$ cat config.mk
export PLATFORM = sky130hd
export DESIGN_NAME = pstg_glue
export DESIGN_NICKNAME = d
export VERILOG_FILES = /design/src/common/pstg_pkg.sv /design/src/pstg_stretch.sv /design/src/pstg_modulator.sv /design/src/pstg_glue.sv
export SDC_FILE = /design/constraint.sdc
export NUM_CORES = 1
export LEC_CHECK = 0
export ABC_CLOCK_PERIOD_IN_PS = 3340
export BUFFER_PORTS_ARGS = -buffer_cell sky130_fd_sc_hd__buf_2
export CAP_MARGIN = 10
export CORE_AREA = 5 5 393 395
export CTS_CLUSTER_DIAMETER = 100
export CTS_CLUSTER_SIZE = 40
export DETAILED_ROUTE_END_ITERATION = 16
export DIE_AREA = 0 0 398 400
export RECOVER_POWER = 100
export SYNTH_ARGS = -nofsm -noshare
export SYNTH_HDL_FRONTEND = slang
export SYNTH_SLANG_ARGS = --single-unit
$ cat constraint.sdc
create_clock -name sys_clk_i -period 3.34 [get_ports sys_clk_i]
set_input_delay 0.167 -clock sys_clk_i [delete_from_list [all_inputs] [get_ports sys_clk_i]]
set_output_delay 0.167 -clock sys_clk_i [all_outputs]
set_load 0.01 [all_outputs]
$ cat src/common/pstg_pkg.sv
// Package of constants and types for the modulator synchronisation, trip and trigger glue.
package pstg_pkg;

  // ---------------------------------------------------------------------------
  // Structure
  // ---------------------------------------------------------------------------
  localparam int unsigned NUM_MODULES     = 9;  // Modulator modules in the chain.
  localparam int unsigned NUM_FINE        = 8;  // Modules with fine edge placement.
  localparam int unsigned NUM_GEN_TRIPS   = 15; // General trip inputs per module.
  localparam int unsigned NUM_PIN_TRIPS   = 12; // Pin-trip signals from the pin multiplexer.
  localparam int unsigned NUM_ZONE_TRIPS  = 6;  // Active-low zone trip inputs.
  localparam int unsigned NUM_CONV_STARTS = 18; // Unmerged conversion-start outputs.

  // ---------------------------------------------------------------------------
  // Timing
  // ---------------------------------------------------------------------------
  localparam int unsigned SYNC_STRETCH_CYC = 8;  // Sync output stretch, clock cycles.
  localparam int unsigned CONV_STRETCH_CYC = 32; // Conversion-start stretch, clock cycles.
  localparam int unsigned STRETCH_CNT_W    = 6;  // Wide enough for the longest stretch.
  localparam int unsigned USTEP_TYP_PS     = 150; // Typical micro edge step.
  localparam int unsigned USTEP_MAX_PS     = 310; // Largest micro edge step.
  localparam int unsigned CLK_PERIOD_PS    = 25000;
  // Most micro steps that fit within one clock period at the largest step.
  localparam int unsigned USTEPS_PER_CLK   = CLK_PERIOD_PS / USTEP_MAX_PS;
  localparam int unsigned USTEP_W          = 7;

  // ---------------------------------------------------------------------------
  // Trip action encoding
  // ---------------------------------------------------------------------------
  typedef enum logic [1:0] {
    PSTG_TRIP_HIGHZ   = 2'h0,
    PSTG_TRIP_HIGH    = 2'h1,
    PSTG_TRIP_LOW     = 2'h2,
    PSTG_TRIP_NOTHING = 2'h3
  } pstg_trip_act_t;

  localparam int unsigned PERIOD_W = 16; // Time-base period width.

endpackage : pstg_pkg

$ cat src/pstg_stretch.sv
// Retriggerable pulse stretcher with a fixed output length.
`timescale 1ns/1ps
`default_nettype none

module pstg_stretch #(
  parameter int unsigned LEN = 8
) (
  input  wire logic sys_clk_i,
  input  wire logic rstn_i,
  input  wire logic pulse_i,
  output var  logic stretched_o
);
  import pstg_pkg::*;

  localparam logic [STRETCH_CNT_W-1:0] LOAD = STRETCH_CNT_W'(LEN);

  logic [STRETCH_CNT_W-1:0] cnt_q;

  // ---------------------------------------------------------------------------
  // Counter
  // ---------------------------------------------------------------------------
  // A new input reloads the count, so the output ends LEN cycles after the last one.
  always_ff @(posedge sys_clk_i or negedge rstn_i) begin
    if (!rstn_i) begin
      cnt_q <= '0;
    end else if (pulse_i) begin
      cnt_q <= LOAD;
    end else if (cnt_q != '0) begin
      cnt_q <= cnt_q - STRETCH_CNT_W'(1);
    end
  end

  assign stretched_o = (cnt_q != '0);

  // ---------------------------------------------------------------------------
  // Checks
  // ---------------------------------------------------------------------------
  a_stretch_length: assert property (@(posedge sys_clk_i) disable iff (!rstn_i)
    pulse_i ##1 (!pulse_i) [*1] |-> stretched_o)
    else $error("Stretch output dropped after a pulse.");
  a_stretch_end: assert property (@(posedge sys_clk_i) disable iff (!rstn_i)
    $fell(stretched_o) |-> $past(cnt_q) == STRETCH_CNT_W'(1))
    else $error("Stretch ended before the count ran out.");

endmodule // pstg_stretch
`default_nettype wire

$ cat src/pstg_modulator.sv
// One modulator module: time base, compare, fine edge, sync and trip handling.
`timescale 1ns/1ps
`default_nettype none

module pstg_modulator #(
  parameter bit FINE = 1'b1
) (
  input  wire logic                          sys_clk_i,
  input  wire logic                          rstn_i,
  input  wire logic                          tb_enable_i,
  input  wire logic                          sync_in_i,
  input  wire logic [pstg_pkg::PERIOD_W-1:0] period_i,
  input  wire logic [pstg_pkg::PERIOD_W-1:0] cmp_a_i,
  input  wire logic [pstg_pkg::PERIOD_W-1:0] cmp_b_i,
  input  wire logic [pstg_pkg::USTEP_W-1:0]  ustep_a_i,
  input  wire logic [pstg_pkg::USTEP_W-1:0]  ustep_b_i,
  input  wire logic                          trip_any_i,
  input  wire pstg_pkg::pstg_trip_act_t      act_a_i,
  input  wire pstg_pkg::pstg_trip_act_t      act_b_i,
  input  wire logic                          trip_clear_i,
  output var  logic                          out_a_o,
  output var  logic                          out_b_o,
  output var  logic                          oe_a_o,
  output var  logic                          oe_b_o,
  output var  logic [pstg_pkg::USTEP_W-1:0]  edge_a_o,
  output var  logic [pstg_pkg::USTEP_W-1:0]  edge_b_o,
  output var  logic                          sync_out_o,
  output var  logic                          conv_start_a_o,
  output var  logic                          conv_start_b_o,
  output var  logic                          event_irq_o,
  output var  logic                          trip_irq_o
);
  import pstg_pkg::*;

  logic [PERIOD_W-1:0] ctr_q;
  logic                tripped_q;
  logic                wave_a_q, wave_b_q;

  // ---------------------------------------------------------------------------
  // Time base
  // ---------------------------------------------------------------------------
  // Counter runs only while the global sync enable is set, and restarts on sync.
  always_ff @(posedge sys_clk_i or negedge rstn_i) begin
    if (!rstn_i) begin
      ctr_q <= '0;
    end else if (!tb_enable_i || sync_in_i || ctr_q >= period_i) begin
      ctr_q <= '0;
    end else begin
      ctr_q <= ctr_q + PERIOD_W'(1);
    end
  end

  // Waveforms rise at zero and fall at compare; events are registered pulses.
  always_ff @(posedge sys_clk_i or negedge rstn_i) begin
    if (!rstn_i) begin
      wave_a_q       <= 1'b0;
      wave_b_q       <= 1'b0;
      sync_out_o     <= 1'b0;
      conv_start_a_o <= 1'b0;
      conv_start_b_o <= 1'b0;
      event_irq_o    <= 1'b0;
    end else begin
      wave_a_q       <= tb_enable_i && (ctr_q < cmp_a_i);
      wave_b_q       <= tb_enable_i && (ctr_q < cmp_b_i);
      sync_out_o     <= tb_enable_i && (ctr_q == '0);
      conv_start_a_o <= tb_enable_i && (ctr_q == cmp_a_i);
      conv_start_b_o <= tb_enable_i && (ctr_q == cmp_b_i);
      event_irq_o    <= tb_enable_i && (ctr_q == period_i);
    end
  end

  // ---------------------------------------------------------------------------
  // Trip latch
  // ---------------------------------------------------------------------------
  // Trip holds until recovery clears it; a trip in the clear cycle wins.
  always_ff @(posedge sys_clk_i or negedge rstn_i) begin
    if (!rstn_i) begin
      tripped_q  <= 1'b0;
      trip_irq_o <= 1'b0;
    end else begin
      tripped_q  <= trip_any_i || (tripped_q && !trip_clear_i);
      trip_irq_o <= trip_any_i && !tripped_q;
    end
  end

  // ---------------------------------------------------------------------------
  // Output forcing and fine edge
  // ---------------------------------------------------------------------------
  // Trip acts in the same cycle it arrives, so forcing does not wait a clock.
  function automatic logic [1:0] force_out(input logic trip, input pstg_trip_act_t act, input logic wave);
    logic [1:0] r;
    r = {1'b1, wave};
    if (trip) begin
      case (act)
        PSTG_TRIP_HIGHZ: r = 2'b00;
        PSTG_TRIP_HIGH:  r = 2'b11;
        PSTG_TRIP_LOW:   r = 2'b10;
        default:         r = {1'b1, wave};
      endcase
    end
    return r;
  endfunction

  logic trip_now;
  assign trip_now = trip_any_i || tripped_q;
  assign {oe_a_o, out_a_o} = force_out(trip_now, act_a_i, wave_a_q);
  assign {oe_b_o, out_b_o} = force_out(trip_now, act_b_i, wave_b_q);

  // Micro step offset goes to the delay line; the standard module has none.
  always_ff @(posedge sys_clk_i or negedge rstn_i) begin
    if (!rstn_i) begin
      edge_a_o <= '0;
      edge_b_o <= '0;
    end else begin
      edge_a_o <= FINE && (ustep_a_i < USTEP_W'(USTEPS_PER_CLK)) ? ustep_a_i : '0;
      edge_b_o <= FINE && (ustep_b_i < USTEP_W'(USTEPS_PER_CLK)) ? ustep_b_i : '0;
    end
  end

  a_trip_holds: assert property (@(posedge sys_clk_i) disable iff (!rstn_i)
    tripped_q && !trip_clear_i |=> tripped_q)
    else $error("Trip released without recovery.");
  a_trip_forces: assert property (@(posedge sys_clk_i) disable iff (!rstn_i)
    trip_any_i && act_a_i == PSTG_TRIP_LOW |-> oe_a_o && !out_a_o)
    else $error("Trip did not force output low.");
  a_trip_highz: assert property (@(posedge sys_clk_i) disable iff (!rstn_i)
    trip_any_i && act_b_i == PSTG_TRIP_HIGHZ |-> !oe_b_o)
    else $error("Trip did not release the output.");
  a_std_no_fine: assert property (@(posedge sys_clk_i) disable iff (!rstn_i)
    !FINE |-> edge_a_o == '0)
    else $error("Standard module produced a fine edge.");

endmodule // pstg_modulator
`default_nettype wire

$ cat src/pstg_glue.sv
// Top of the modulator glue: sync, trip sources, trigger merge and interrupt fan-out.
//
// How it works
// - Fine modules place edges in micro steps.
// - Nine modules: eight fine, one standard.
// - Sync from pin trip one; enable from control.
// - First module sync out stretched eight cycles.
// - General trips: twelve pins, ECC, expander error.
// - Zone trips: three pins, encoder, clock, halt.
// - A starts ORed, stretched 32, to mux.
// - B starts ORed, stretched 32, to mux.
// - All eighteen starts go to converter.
// - Each module has event and trip interrupts.
// - Trip forces output high, low or released.
`timescale 1ns/1ps
`default_nettype none

module pstg_glue (
  input  wire logic                                          sys_clk_i,
  input  wire logic                                          rstn_i,
  input  wire logic [pstg_pkg::NUM_PIN_TRIPS-1:0]            pin_trip_source_i,
  input  wire logic                                          periph_clock_ctrl_reg0_tbsync_i,
  input  wire logic                                          ram_double_bit_error_i,
  input  wire logic                                          interrupt_expander_error_i,
  input  wire logic                                          encoder_unit_error_i,
  input  wire logic                                          clock_loss_detect_i,
  input  wire logic                                          debug_halt_i,
  input  wire logic [pstg_pkg::NUM_MODULES*pstg_pkg::PERIOD_W-1:0] period_i,
  input  wire logic [pstg_pkg::NUM_MODULES*pstg_pkg::PERIOD_W-1:0] cmp_a_i,
  input  wire logic [pstg_pkg::NUM_MODULES*pstg_pkg::PERIOD_W-1:0] cmp_b_i,
  input  wire logic [pstg_pkg::NUM_MODULES*pstg_pkg::USTEP_W-1:0]  ustep_a_i,
  input  wire logic [pstg_pkg::NUM_MODULES*pstg_pkg::USTEP_W-1:0]  ustep_b_i,
  input  wire logic [pstg_pkg::NUM_MODULES*pstg_pkg::NUM_GEN_TRIPS-1:0] gen_trip_en_i,
  input  wire logic [pstg_pkg::NUM_MODULES*pstg_pkg::NUM_ZONE_TRIPS-1:0] zone_trip_en_i,
  input  wire logic [pstg_pkg::NUM_MODULES*2-1:0]            act_a_i,
  input  wire logic [pstg_pkg::NUM_MODULES*2-1:0]            act_b_i,
  input  wire logic [pstg_pkg::NUM_MODULES-1:0]              trip_clear_i,
  output var  logic [pstg_pkg::NUM_MODULES-1:0]              out_a_o,
  output var  logic [pstg_pkg::NUM_MODULES-1:0]              out_b_o,
  output var  logic [pstg_pkg::NUM_MODULES-1:0]              oe_a_o,
  output var  logic [pstg_pkg::NUM_MODULES-1:0]              oe_b_o,
  output var  logic [pstg_pkg::NUM_MODULES*pstg_pkg::USTEP_W-1:0]  edge_a_o,
  output var  logic [pstg_pkg::NUM_MODULES*pstg_pkg::USTEP_W-1:0]  edge_b_o,
  output var  logic                                          first_module_sync_out_o,
  output var  logic                                          merged_conv_start_a_o,
  output var  logic                                          merged_conv_start_b_o,
  output var  logic [pstg_pkg::NUM_CONV_STARTS-1:0]          conv_start_o,
  output var  logic [pstg_pkg::NUM_MODULES-1:0]              modulator_event_irq_o,
  output var  logic [pstg_pkg::NUM_MODULES-1:0]              modulator_trip_irq_o
);
  import pstg_pkg::*;

  // ---------------------------------------------------------------------------
  // Trip sources
  // ---------------------------------------------------------------------------
  logic                      ext_sync_in;
  logic                      timebase_clock_sync_enable;
  logic [NUM_GEN_TRIPS-1:0]  general_trip_inputs;
  logic [NUM_ZONE_TRIPS-1:0] zone_trip_inputs_n; // Active low.
  logic [NUM_MODULES-1:0]    sync_out, conv_start_a, conv_start_b;

  // Pin trip one drives the chain sync; the clock control bit gates all time bases.
  assign ext_sync_in                = pin_trip_source_i[0];
  assign timebase_clock_sync_enable = periph_clock_ctrl_reg0_tbsync_i;

  // Twelve pin trips then the two fault lines fill the general group; top input unused.
  assign general_trip_inputs = {1'b0, interrupt_expander_error_i, ram_double_bit_error_i,
                                pin_trip_source_i};

  // Zone trips are active low, so each fault is inverted onto its line.
  assign zone_trip_inputs_n = ~{debug_halt_i, clock_loss_detect_i, encoder_unit_error_i,
                                pin_trip_source_i[2:0]};

  // ---------------------------------------------------------------------------
  // Modules
  // ---------------------------------------------------------------------------
  // Module zero is the first module; the last index is the standard one.
  for (genvar m = 0; m < NUM_MODULES; m++) begin : g_mod
    logic trip_any;
    assign trip_any = |(general_trip_inputs & gen_trip_en_i[m*NUM_GEN_TRIPS +: NUM_GEN_TRIPS])
                   || |(~zone_trip_inputs_n & zone_trip_en_i[m*NUM_ZONE_TRIPS +: NUM_ZONE_TRIPS]);
    pstg_modulator #(
      .FINE (m < NUM_FINE)
    ) u_mod (
      .sys_clk_i      (sys_clk_i),
      .rstn_i         (rstn_i),
      .tb_enable_i    (timebase_clock_sync_enable),
      .sync_in_i      (m == 0 ? ext_sync_in : sync_out[0]),
      .period_i       (period_i[m*PERIOD_W +: PERIOD_W]),
      .cmp_a_i        (cmp_a_i[m*PERIOD_W +: PERIOD_W]),
      .cmp_b_i        (cmp_b_i[m*PERIOD_W +: PERIOD_W]),
      .ustep_a_i      (ustep_a_i[m*USTEP_W +: USTEP_W]),
      .ustep_b_i      (ustep_b_i[m*USTEP_W +: USTEP_W]),
      .trip_any_i     (trip_any),
      .act_a_i        (pstg_trip_act_t'(act_a_i[m*2 +: 2])),
      .act_b_i        (pstg_trip_act_t'(act_b_i[m*2 +: 2])),
      .trip_clear_i   (trip_clear_i[m]),
      .out_a_o        (out_a_o[m]),
      .out_b_o        (out_b_o[m]),
      .oe_a_o         (oe_a_o[m]),
      .oe_b_o         (oe_b_o[m]),
      .edge_a_o       (edge_a_o[m*USTEP_W +: USTEP_W]),
      .edge_b_o       (edge_b_o[m*USTEP_W +: USTEP_W]),
      .sync_out_o     (sync_out[m]),
      .conv_start_a_o (conv_start_a[m]),
      .conv_start_b_o (conv_start_b[m]),
      .event_irq_o    (modulator_event_irq_o[m]),
      .trip_irq_o     (modulator_trip_irq_o[m])
    );
    // Each module's pair goes unmerged to the converter trigger select.
    assign conv_start_o[2*m]   = conv_start_a[m];
    assign conv_start_o[2*m+1] = conv_start_b[m];
  end

  // ---------------------------------------------------------------------------
  // Stretchers
  // ---------------------------------------------------------------------------
  // Module outputs are one cycle; the pin mux needs longer pulses to see them.
  pstg_stretch #(.LEN(SYNC_STRETCH_CYC)) u_sync_str (
    .sys_clk_i   (sys_clk_i),
    .rstn_i      (rstn_i),
    .pulse_i     (sync_out[0]),
    .stretched_o (first_module_sync_out_o)
  );
  pstg_stretch #(.LEN(CONV_STRETCH_CYC)) u_start_a_str (
    .sys_clk_i   (sys_clk_i),
    .rstn_i      (rstn_i),
    .pulse_i     (|conv_start_a),
    .stretched_o (merged_conv_start_a_o)
  );
  pstg_stretch #(.LEN(CONV_STRETCH_CYC)) u_start_b_str (
    .sys_clk_i   (sys_clk_i),
    .rstn_i      (rstn_i),
    .pulse_i     (|conv_start_b),
    .stretched_o (merged_conv_start_b_o)
  );

  // ---------------------------------------------------------------------------
  // Checks
  // ---------------------------------------------------------------------------
  a_sync_stretch: assert property (@(posedge sys_clk_i) disable iff (!rstn_i)
    sync_out[0] |=> first_module_sync_out_o [*8])
    else $error("Sync output not held for eight cycles.");
  a_start_a_merge: assert property (@(posedge sys_clk_i) disable iff (!rstn_i)
    |conv_start_a |=> merged_conv_start_a_o [*8])
    else $error("Merged A start not raised.");
  a_start_b_merge: assert property (@(posedge sys_clk_i) disable iff (!rstn_i)
    |conv_start_b |=> merged_conv_start_b_o [*8])
    else $error("Merged B start not raised.");
  a_conv_route: assert property (@(posedge sys_clk_i) disable iff (!rstn_i)
    conv_start_o[1] == conv_start_b[0])
    else $error("Conversion start routing wrong.");
  a_zone_trip: assert property (@(posedge sys_clk_i) disable iff (!rstn_i)
    debug_halt_i |-> !zone_trip_inputs_n[5])
    else $error("Halt did not pull its zone line low.");
  a_sync_source: assert property (@(posedge sys_clk_i) disable iff (!rstn_i)
    ext_sync_in == pin_trip_source_i[0])
    else $error("Sync not sourced from pin trip one.");

  c_sync_out:  cover property (@(posedge sys_clk_i) disable iff (!rstn_i) $fell(first_module_sync_out_o));
  c_start_a:   cover property (@(posedge sys_clk_i) disable iff (!rstn_i) $fell(merged_conv_start_a_o));
  c_trip_irq:  cover property (@(posedge sys_clk_i) disable iff (!rstn_i) |modulator_trip_irq_o);

endmodule // pstg_glue
`default_nettype wire

**After elaboration in Yosys (flattened, before gate mapping)**

Cells that the tools add are included.

- Add/sub/neg operators: 12
- Order comparisons: 43
- Eq/ne operators: 63
- Mux-type cells: 67
- Bitwise operators: 20
- Reduce and logical (&&, ||, !) cells: 166

Operators by type and width:

| kind | count |
|---|---|
| 16-bit == test | 27 |
| 16-bit < comparator | 18 |
| 16-bit by 1-bit adder with 16-bit output (second input constant) | 9 |
| 16-bit greater-or-equal comparator | 9 |
| 16-bit 2-to-1 mux | 9 |
| 14-bit by 15-bit bitwise AND with 15-bit output | 9 |
| 15-bit OR reduction | 9 |
| 7-bit < comparator (second input constant) | 16 |
| 7-bit 2-to-1 mux | 16 |
| 2-bit case mux with 3 select lines | 18 |
| 1-bit logical AND | 64 |
| 6-bit bitwise AND | 9 |
| 6-bit OR reduction | 9 |
| 1-bit logical OR | 38 |
| 2-bit by 1-bit == test with 1-bit output (second input constant) | 18 |
| 2-bit == test (second input constant) | 18 |
| 2-bit logical NOT | 18 |
| 2-bit 2-to-1 mux | 18 |
| 6-bit 2-to-1 mux | 6 |
| 1-bit logical NOT | 19 |
| 6-bit nonzero test | 3 |
| 9-bit OR reduction | 2 |
| 6-bit by 1-bit subtractor with 6-bit output (second input constant) | 3 |
| 16-bit logical NOT | 1 |
| 2 further kinds | 5 |

- Register bits after elaboration: 338
- Input port bits: 812
- Word-level logic and storage cells: 463

**Logic depth before layout (Yosys ltp)**

- Depth after elaboration: 7
- Mapped depth: 9
- Depth with buffers taken out: 7

**By module**

A second synthesis with hierarchy kept.

- Cells, all modules: 2869
- Area total of the unflattened synthesis: 26810.7 µm²

By module, submodules not included:

| module | times used | cells each | area an instance (µm²) | seq. area each (µm²) |
|---|---|---|---|---|
| pstg_modulator (g_mod[0].u_mod ...) | 7 | 292 | 2788.9 | 950.9 |
| pstg_modulator (g_mod[4].u_mod) | 1 | 297 | 2849.0 | 950.9 |
| pstg_modulator (g_mod[8].u_mod) | 1 | 281 | 2458.6 | 600.6 |
| pstg_glue | 1 | 150 | 979.7 | 0.0 |
| pstg_stretch (u_start_a_str ...) | 2 | 32 | 336.6 | 150.1 |
| pstg_stretch (u_sync_str) | 1 | 33 | 327.8 | 150.1 |

**Worst setup path after synthesis**

No wires, ideal clock.

- Kind: reg2reg
- From: reg g_mod[5].u_mod.ctr_q[13]
- To: reg g_mod[5].u_mod.ctr_q[7]
- Arrival: 2339 ps
- Required time: 3271 ps
- Path slack: 932 ps
- Stages on the path, launching flop included: 9
- Path buffers: 2
- Clock period less this slack: 2408 ps
- Cells stage by stage: dfrtp_1 -> ha_1 -> a211oi_1 -> nor2_1 -> or4_1 -> or4_1 -> buf_4 -> buf_12 -> nor2_4

- Word-level cells in the longest chain between the ends: 3

RTL lines:

| item | line | source |
|---|---|---|
| start, declared | pstg_modulator.sv:35 | `logic [PERIOD_W-1:0] ctr_q;` |
| start signal, assigned | pstg_modulator.sv:49 | `ctr_q <= ctr_q + PERIOD_W'(1);` |
| 16-bit greater-or-equal comparator | pstg_modulator.sv:46 | `end else if (!tb_enable_i \|\| sync_in_i \|\| ctr_q >= period_i) begin` |
| 1-bit logical OR | pstg_modulator.sv:46 |  |
| 16-bit 2-to-1 mux | pstg_modulator.sv:46 |  |

Every way passes these cells.
A chain may end at the register's enable or synchronous reset.

**Final worst setup path**

- From: in zone_trip_en_i[3] (netlist bit)
- To: out out_a_o[0] (netlist bit)

- Word-level cells in the longest chain between the ends: 5

RTL lines:

| item | line | source |
|---|---|---|
| start, declared | pstg_glue.sv:34 | `input wire logic [pstg_pkg::NUM_MODULES*pstg_pkg::NUM_ZONE_TRIPS-1:0] zone_trip_en_i,` |
| 6-bit bitwise AND | pstg_glue.sv:81 | `\|\| \|(~zone_trip_inputs_n & zone_trip_en_i[m*NUM_ZONE_TRIPS +: NUM_ZONE_TRIPS]);` |
| 6-bit OR reduction | pstg_glue.sv:81 |  |
| 1-bit logical OR | pstg_glue.sv:81 |  |
| 1-bit logical OR | pstg_modulator.sv:105 | `assign trip_now = trip_any_i \|\| tripped_q;` |
| 2-bit 2-to-1 mux | pstg_modulator.sv:93 | `if (trip) begin` |
| end, declared | pstg_glue.sv:38 | `output var logic [pstg_pkg::NUM_MODULES-1:0] out_a_o,` |

Every way passes these cells.

==> impl.org <==
** Yosys
- Summed over all instances, the cell type with the most area after synthesis is sky130_fd_sc_hd__dfrtp_1.
- Dominant combinational cell family by area after synthesis :: adder cells
- Counting flops with an async set or reset pin after synthesis yields a share of 100.0%.
- Dividing the synthesized area by the synthesized cell count gives 8.831 um2.
- Parity-gate share of the synthesized area counting xor and xnor cells :: 4.489%
- Mapped cell area :: 25,750 um2
- Of the total synthesized cell area, the portion taken by AND, OR, NAND and NOR gates is 18.78%.
- Post-synthesis cell count :: 2,916
- Of the synthesized area, sequential elements account for 32.84%.
- Dominant synthesized flop cell :: sky130_fd_sc_hd__dfrtp_1
- Number of different library cells in the post-synthesis netlist :: 54
- The synthesized netlist devotes 11.98% of its cell area to compound gates.
- During synthesis, Yosys emitted a total of 0 warnings.
- Mux cell area share after synthesis :: 0.07774%
- Synthesis inferred 338 register bits.
- Arithmetic-cell share of the synthesized area counting full adders, half adders and majority gates :: 21.67%
- In this run the biggest area consumer among cell types represents 32.84% of the synthesized area.
- The synthesized design contains 0 enable-type register cells.
- Cells taking the most area after synthesis :: sky130_fd_sc_hd__dfrtp_1 (33%), sky130_fd_sc_hd__ha_1 (22%), sky130_fd_sc_hd__inv_1 (7.0%), sky130_fd_sc_hd__nor2_1 (3.4%), sky130_fd_sc_hd__a21oi_1 (2.9%)

** GRT
- Overall Global Routing Usage :: 17.89%
- The initial antenna violation count is 119.
- The number of global-route vias before repair came to 27,030.
- Overflow left after global routing :: 0
- Global-route wire length before repair :: 201,700 um
- Entering global routing, the biggest net connects 82 pins.

** Placement
- Detailed placement ended at an HPWL of 127,600 um.
- At the end of routability-driven placement, the weighted congestion stood at 0.9725.
- Number of input and output port buffers inserted :: 975
- Number of cells in the design after placement :: 5,855

** Setup path
- Most used cell along the critical path :: sky130_fd_sc_hd__dlygate4sd3_1
- The worst setup path is launched from a primary input.
- Along the worst path, the maximum fanout reaches 5.
- STA classifies the critical path endpoint as an output port.
- Slowest cell on the critical path :: sky130_fd_sc_hd__dlygate4sd3_1
- Cell chain of the critical path :: dlygate4sd3_1 -> buf_2 -> a22oi_1 -> dlygate4sd3_1 -> nand2_1 -> dlygate4sd3_1 -> nor4_2 -> buf_4 -> and2_1 -> o22a_1 -> clkbuf_2
- Arrival time reported for the critical path endpoint :: 3010 ps
- Slowest cell delay on critical path :: 570 ps
- Required time at the worst-slack endpoint :: 3170 ps
- Category of the most critical setup path :: primary input to output port

** Detailed routing
- In the routed design, unresolved DRC markers number 0.
- Once detail routing completed, the nets flagged for antenna violations numbered 0.
- The detailed router finished its first iteration with 2,032 violations.
- The first detailed-routing pass took 5 iterations.
- Summed over all layers, the routed wires come to 149,400 um.
- Via density :: 4.335
- Vias after detailed routing :: 26,790
- After detailed routing, the average wire length per cell comes to 24.17 um.

** Clock network
- CTS built an H-tree with a depth of 1.
- Once the clock tree was built, the setup fixing pass inserted 0 buffers.
- The tree is rooted in a sky130_fd_sc_hd__clkbuf_16.
- CTS tree :: done
- The clock drives 338 sinks.
- Clock tree synthesis inserted a total of 28 buffers.
- After clock tree synthesis, the clock-pin slew on the worst setup and hold paths is 120 ps.
- Number of buffers on the longest clock path :: 3
- Clock Latency Late Sink :: 650 ps

** STA
- In this run the tightest slew margin relative to its limit is -71.06%.
- Fin crit share :: 95.08%
- Fin. Hold Viols :: 0
- Worst Max-Slew Pin Slew :: 2566 ps
- In the final timing run, aggregate negative setup slack is 0 ps.
- Clock skew :: 37.66 ps
- Setup repair after global routing left no endpoint under its margin.
- Maximum clock frequency :: 314.9 MHz
- Number of setup violations in the final report :: 0
- Max-slew violation total from the final report :: 79
- Final Critical Period :: 3176 ps

** Finish
- After filler insertion, the fill cell instance count of the layout stands at 16,620.
- Relative to the synthesized area, the layout overhead comes to 40.31%.
- NumNets Final :: 5,343
- In the final layout, the share of cells above drive strength 1 is 21.16%.
- Filler-free cell count of the finished design :: 6,181

** Min path
- Worst hold path class :: primary input to flip-flop

** Run
- Max-cap violations :: 1

** Power
- In this run the power density over the cells is 312.1 nW/um2.
- In this run the static leakage power is 0.01868 uW.
- Max VDD drop :: 0.4619 mV

** Status
- The checks that failed: max-capacitance violations, max-slew violations.
- The flow ran to the end, but the final reports show violations.

** Floorplan
- Number of core rows :: 143
- In this run the vertical extent of the chip is 400 um.
- Initial Utilization :: 17.07%
- Die area :: 159,200 um2
- The region available for standard cell placement spans 150,800 um2.
- Die Span X :: 398 um
- I/O Pins :: 1,013
[area by class of cell]
| cell class | instances | area, um2 | area share (%) |
|---|---|---|---|
| clock buffers | 29 | 725.7 | 2.008 |
| clock inverters | 23 | 520.5 | 1.441 |
| multi-input cells | 1988 | 14740 | 40.78 |
| flip-flops and latches | 338 | 8458 | 23.41 |
| diodes | 44 | 110.1 | 0.3047 |
| well taps | 2030 | 2540 | 7.030 |
| repair buffers | 1250 | 7244 | 20.05 |
| inverters | 479 | 1798 | 4.976 |
[what timing repair did]
item	CTS	global route
endpoints found under the setup margin	0	3
gates resized for setup	0	1
hold endpoints to repair	230	0
hold buffers	230	0
[metal layers]
layer	share of wire (%)	GRT usage (%)
met4	4.2	6.416
met2	48	30.63
met1	39	21.06
met5	0.17	0
met3	9.2	5.604
[critical path, delay by kind of cell]
| family | cells | cell delay, ps |
|---|---|---|
| AOI/OAI and AO/OA | 2 | 270 |
| buffers and inverters | 6 | 2120 |
| and+or+nand+nor | 3 | 460 |
[Yosys cell counts, drive strengths merged (37+ instances only)]
master    n
nor4     38
dfrtp   338
and2     71
xor2     61
nor2    245
a21oi   150
nand2   133
nand3    81
nand4   119
a211oi   37
buf      89
inv     479
xnor2    71
nor3     46
and3     59
a22oi    65
nor2b    57
o21ai    82
ha      446
[cell usage in the layout (no fill, tap or decap), types with 119 or more instances in the layout]
| cell | instances |
|---|---|
| sky130_fd_sc_hd__buf_2 | 768 |
| sky130_fd_sc_hd__inv_1 | 478 |
| sky130_fd_sc_hd__nand4_1 | 119 |
| sky130_fd_sc_hd__ha_1 | 446 |
| sky130_fd_sc_hd__nand2_1 | 133 |
| sky130_fd_sc_hd__dfrtp_1 | 338 |
| sky130_fd_sc_hd__nor2_1 | 235 |
| sky130_fd_sc_hd__a21oi_1 | 150 |
| sky130_fd_sc_hd__dlygate4sd3_1 | 230 |
| sky130_fd_sc_hd__clkbuf_1 | 220 |
[metrics by stage]
stage               area, um2  setup slack (ps)  utilization, %  total power, uW  hold slack (ps)
global placement        32830             803.8           21.77             6824            256.9
CTS                     36380             163.2           24.12            11520            1.552
floorplan               25800             932.2               -             5599           -128.6
detailed placement      32830             707.6           21.77             6886            266.7
global route            36080             23.06           23.92            11910            18.47
finish                  36130             164.4           23.96            11280            66.70
[logic make-up after synthesis]
| group | count (synthesis) |
|---|---|
| muxes | 2 |
| buffers and inverters | 603 |
| xor gates and xnor gates | 132 |
| other | 1 |
| adders and majority gates | 446 |
| AOI/OAI and AO/OA | 470 |
| and+or+nand+nor | 924 |
| DFF | 338 |
[worst paths after layout]
kind	slack, ps	depth (start not counted)	start	end
worst min register to register	420	1	g_mod[7].u_mod.tripped_q	g_mod[7].u_mod.trip_irq_o
worst max register to register	340	7	g_mod[6].u_mod.ctr_q[14]	g_mod[6].u_mod.wave_a_q
max in group asynchronous	720	3	rstn_i	g_mod[7].u_mod.ctr_q[4]
worst max-delay path	160	11	zone_trip_en_i[3]	out_a_o[0]
min in group asynchronous	880	2	rstn_i	g_mod[4].u_mod.edge_b_o[3]
worst min-delay path	70	5	cmp_b_i[19]	g_mod[1].u_mod.conv_start_b_o
[flip-flops by register name (all words and copies together) (netlist names)]
name,cells
g_mod.u_mod.wave_a_q,9
g_mod.u_mod.edge_a_o,56
u_start_a_str.cnt_q,6
g_mod.u_mod.wave_b_q,9
g_mod.u_mod.tripped_q,9
g_mod.u_mod.conv_start_a_o,9
g_mod.u_mod.event_irq_o,9
g_mod.u_mod.edge_b_o,56
g_mod.u_mod.ctr_q,144
u_sync_str.cnt_q,6
u_start_b_str.cnt_q,6
g_mod.u_mod.sync_out_o,1
g_mod.u_mod.trip_irq_o,9
g_mod.u_mod.conv_start_b_o,9
[where the power goes]
part	internal (uW)	switching [uW]	total, uW
clock network	1950	2350	4300
logic	1100	1420	2520
registers	4300	158	4450
No activity file was read; power rests on OpenSTA's default activity.
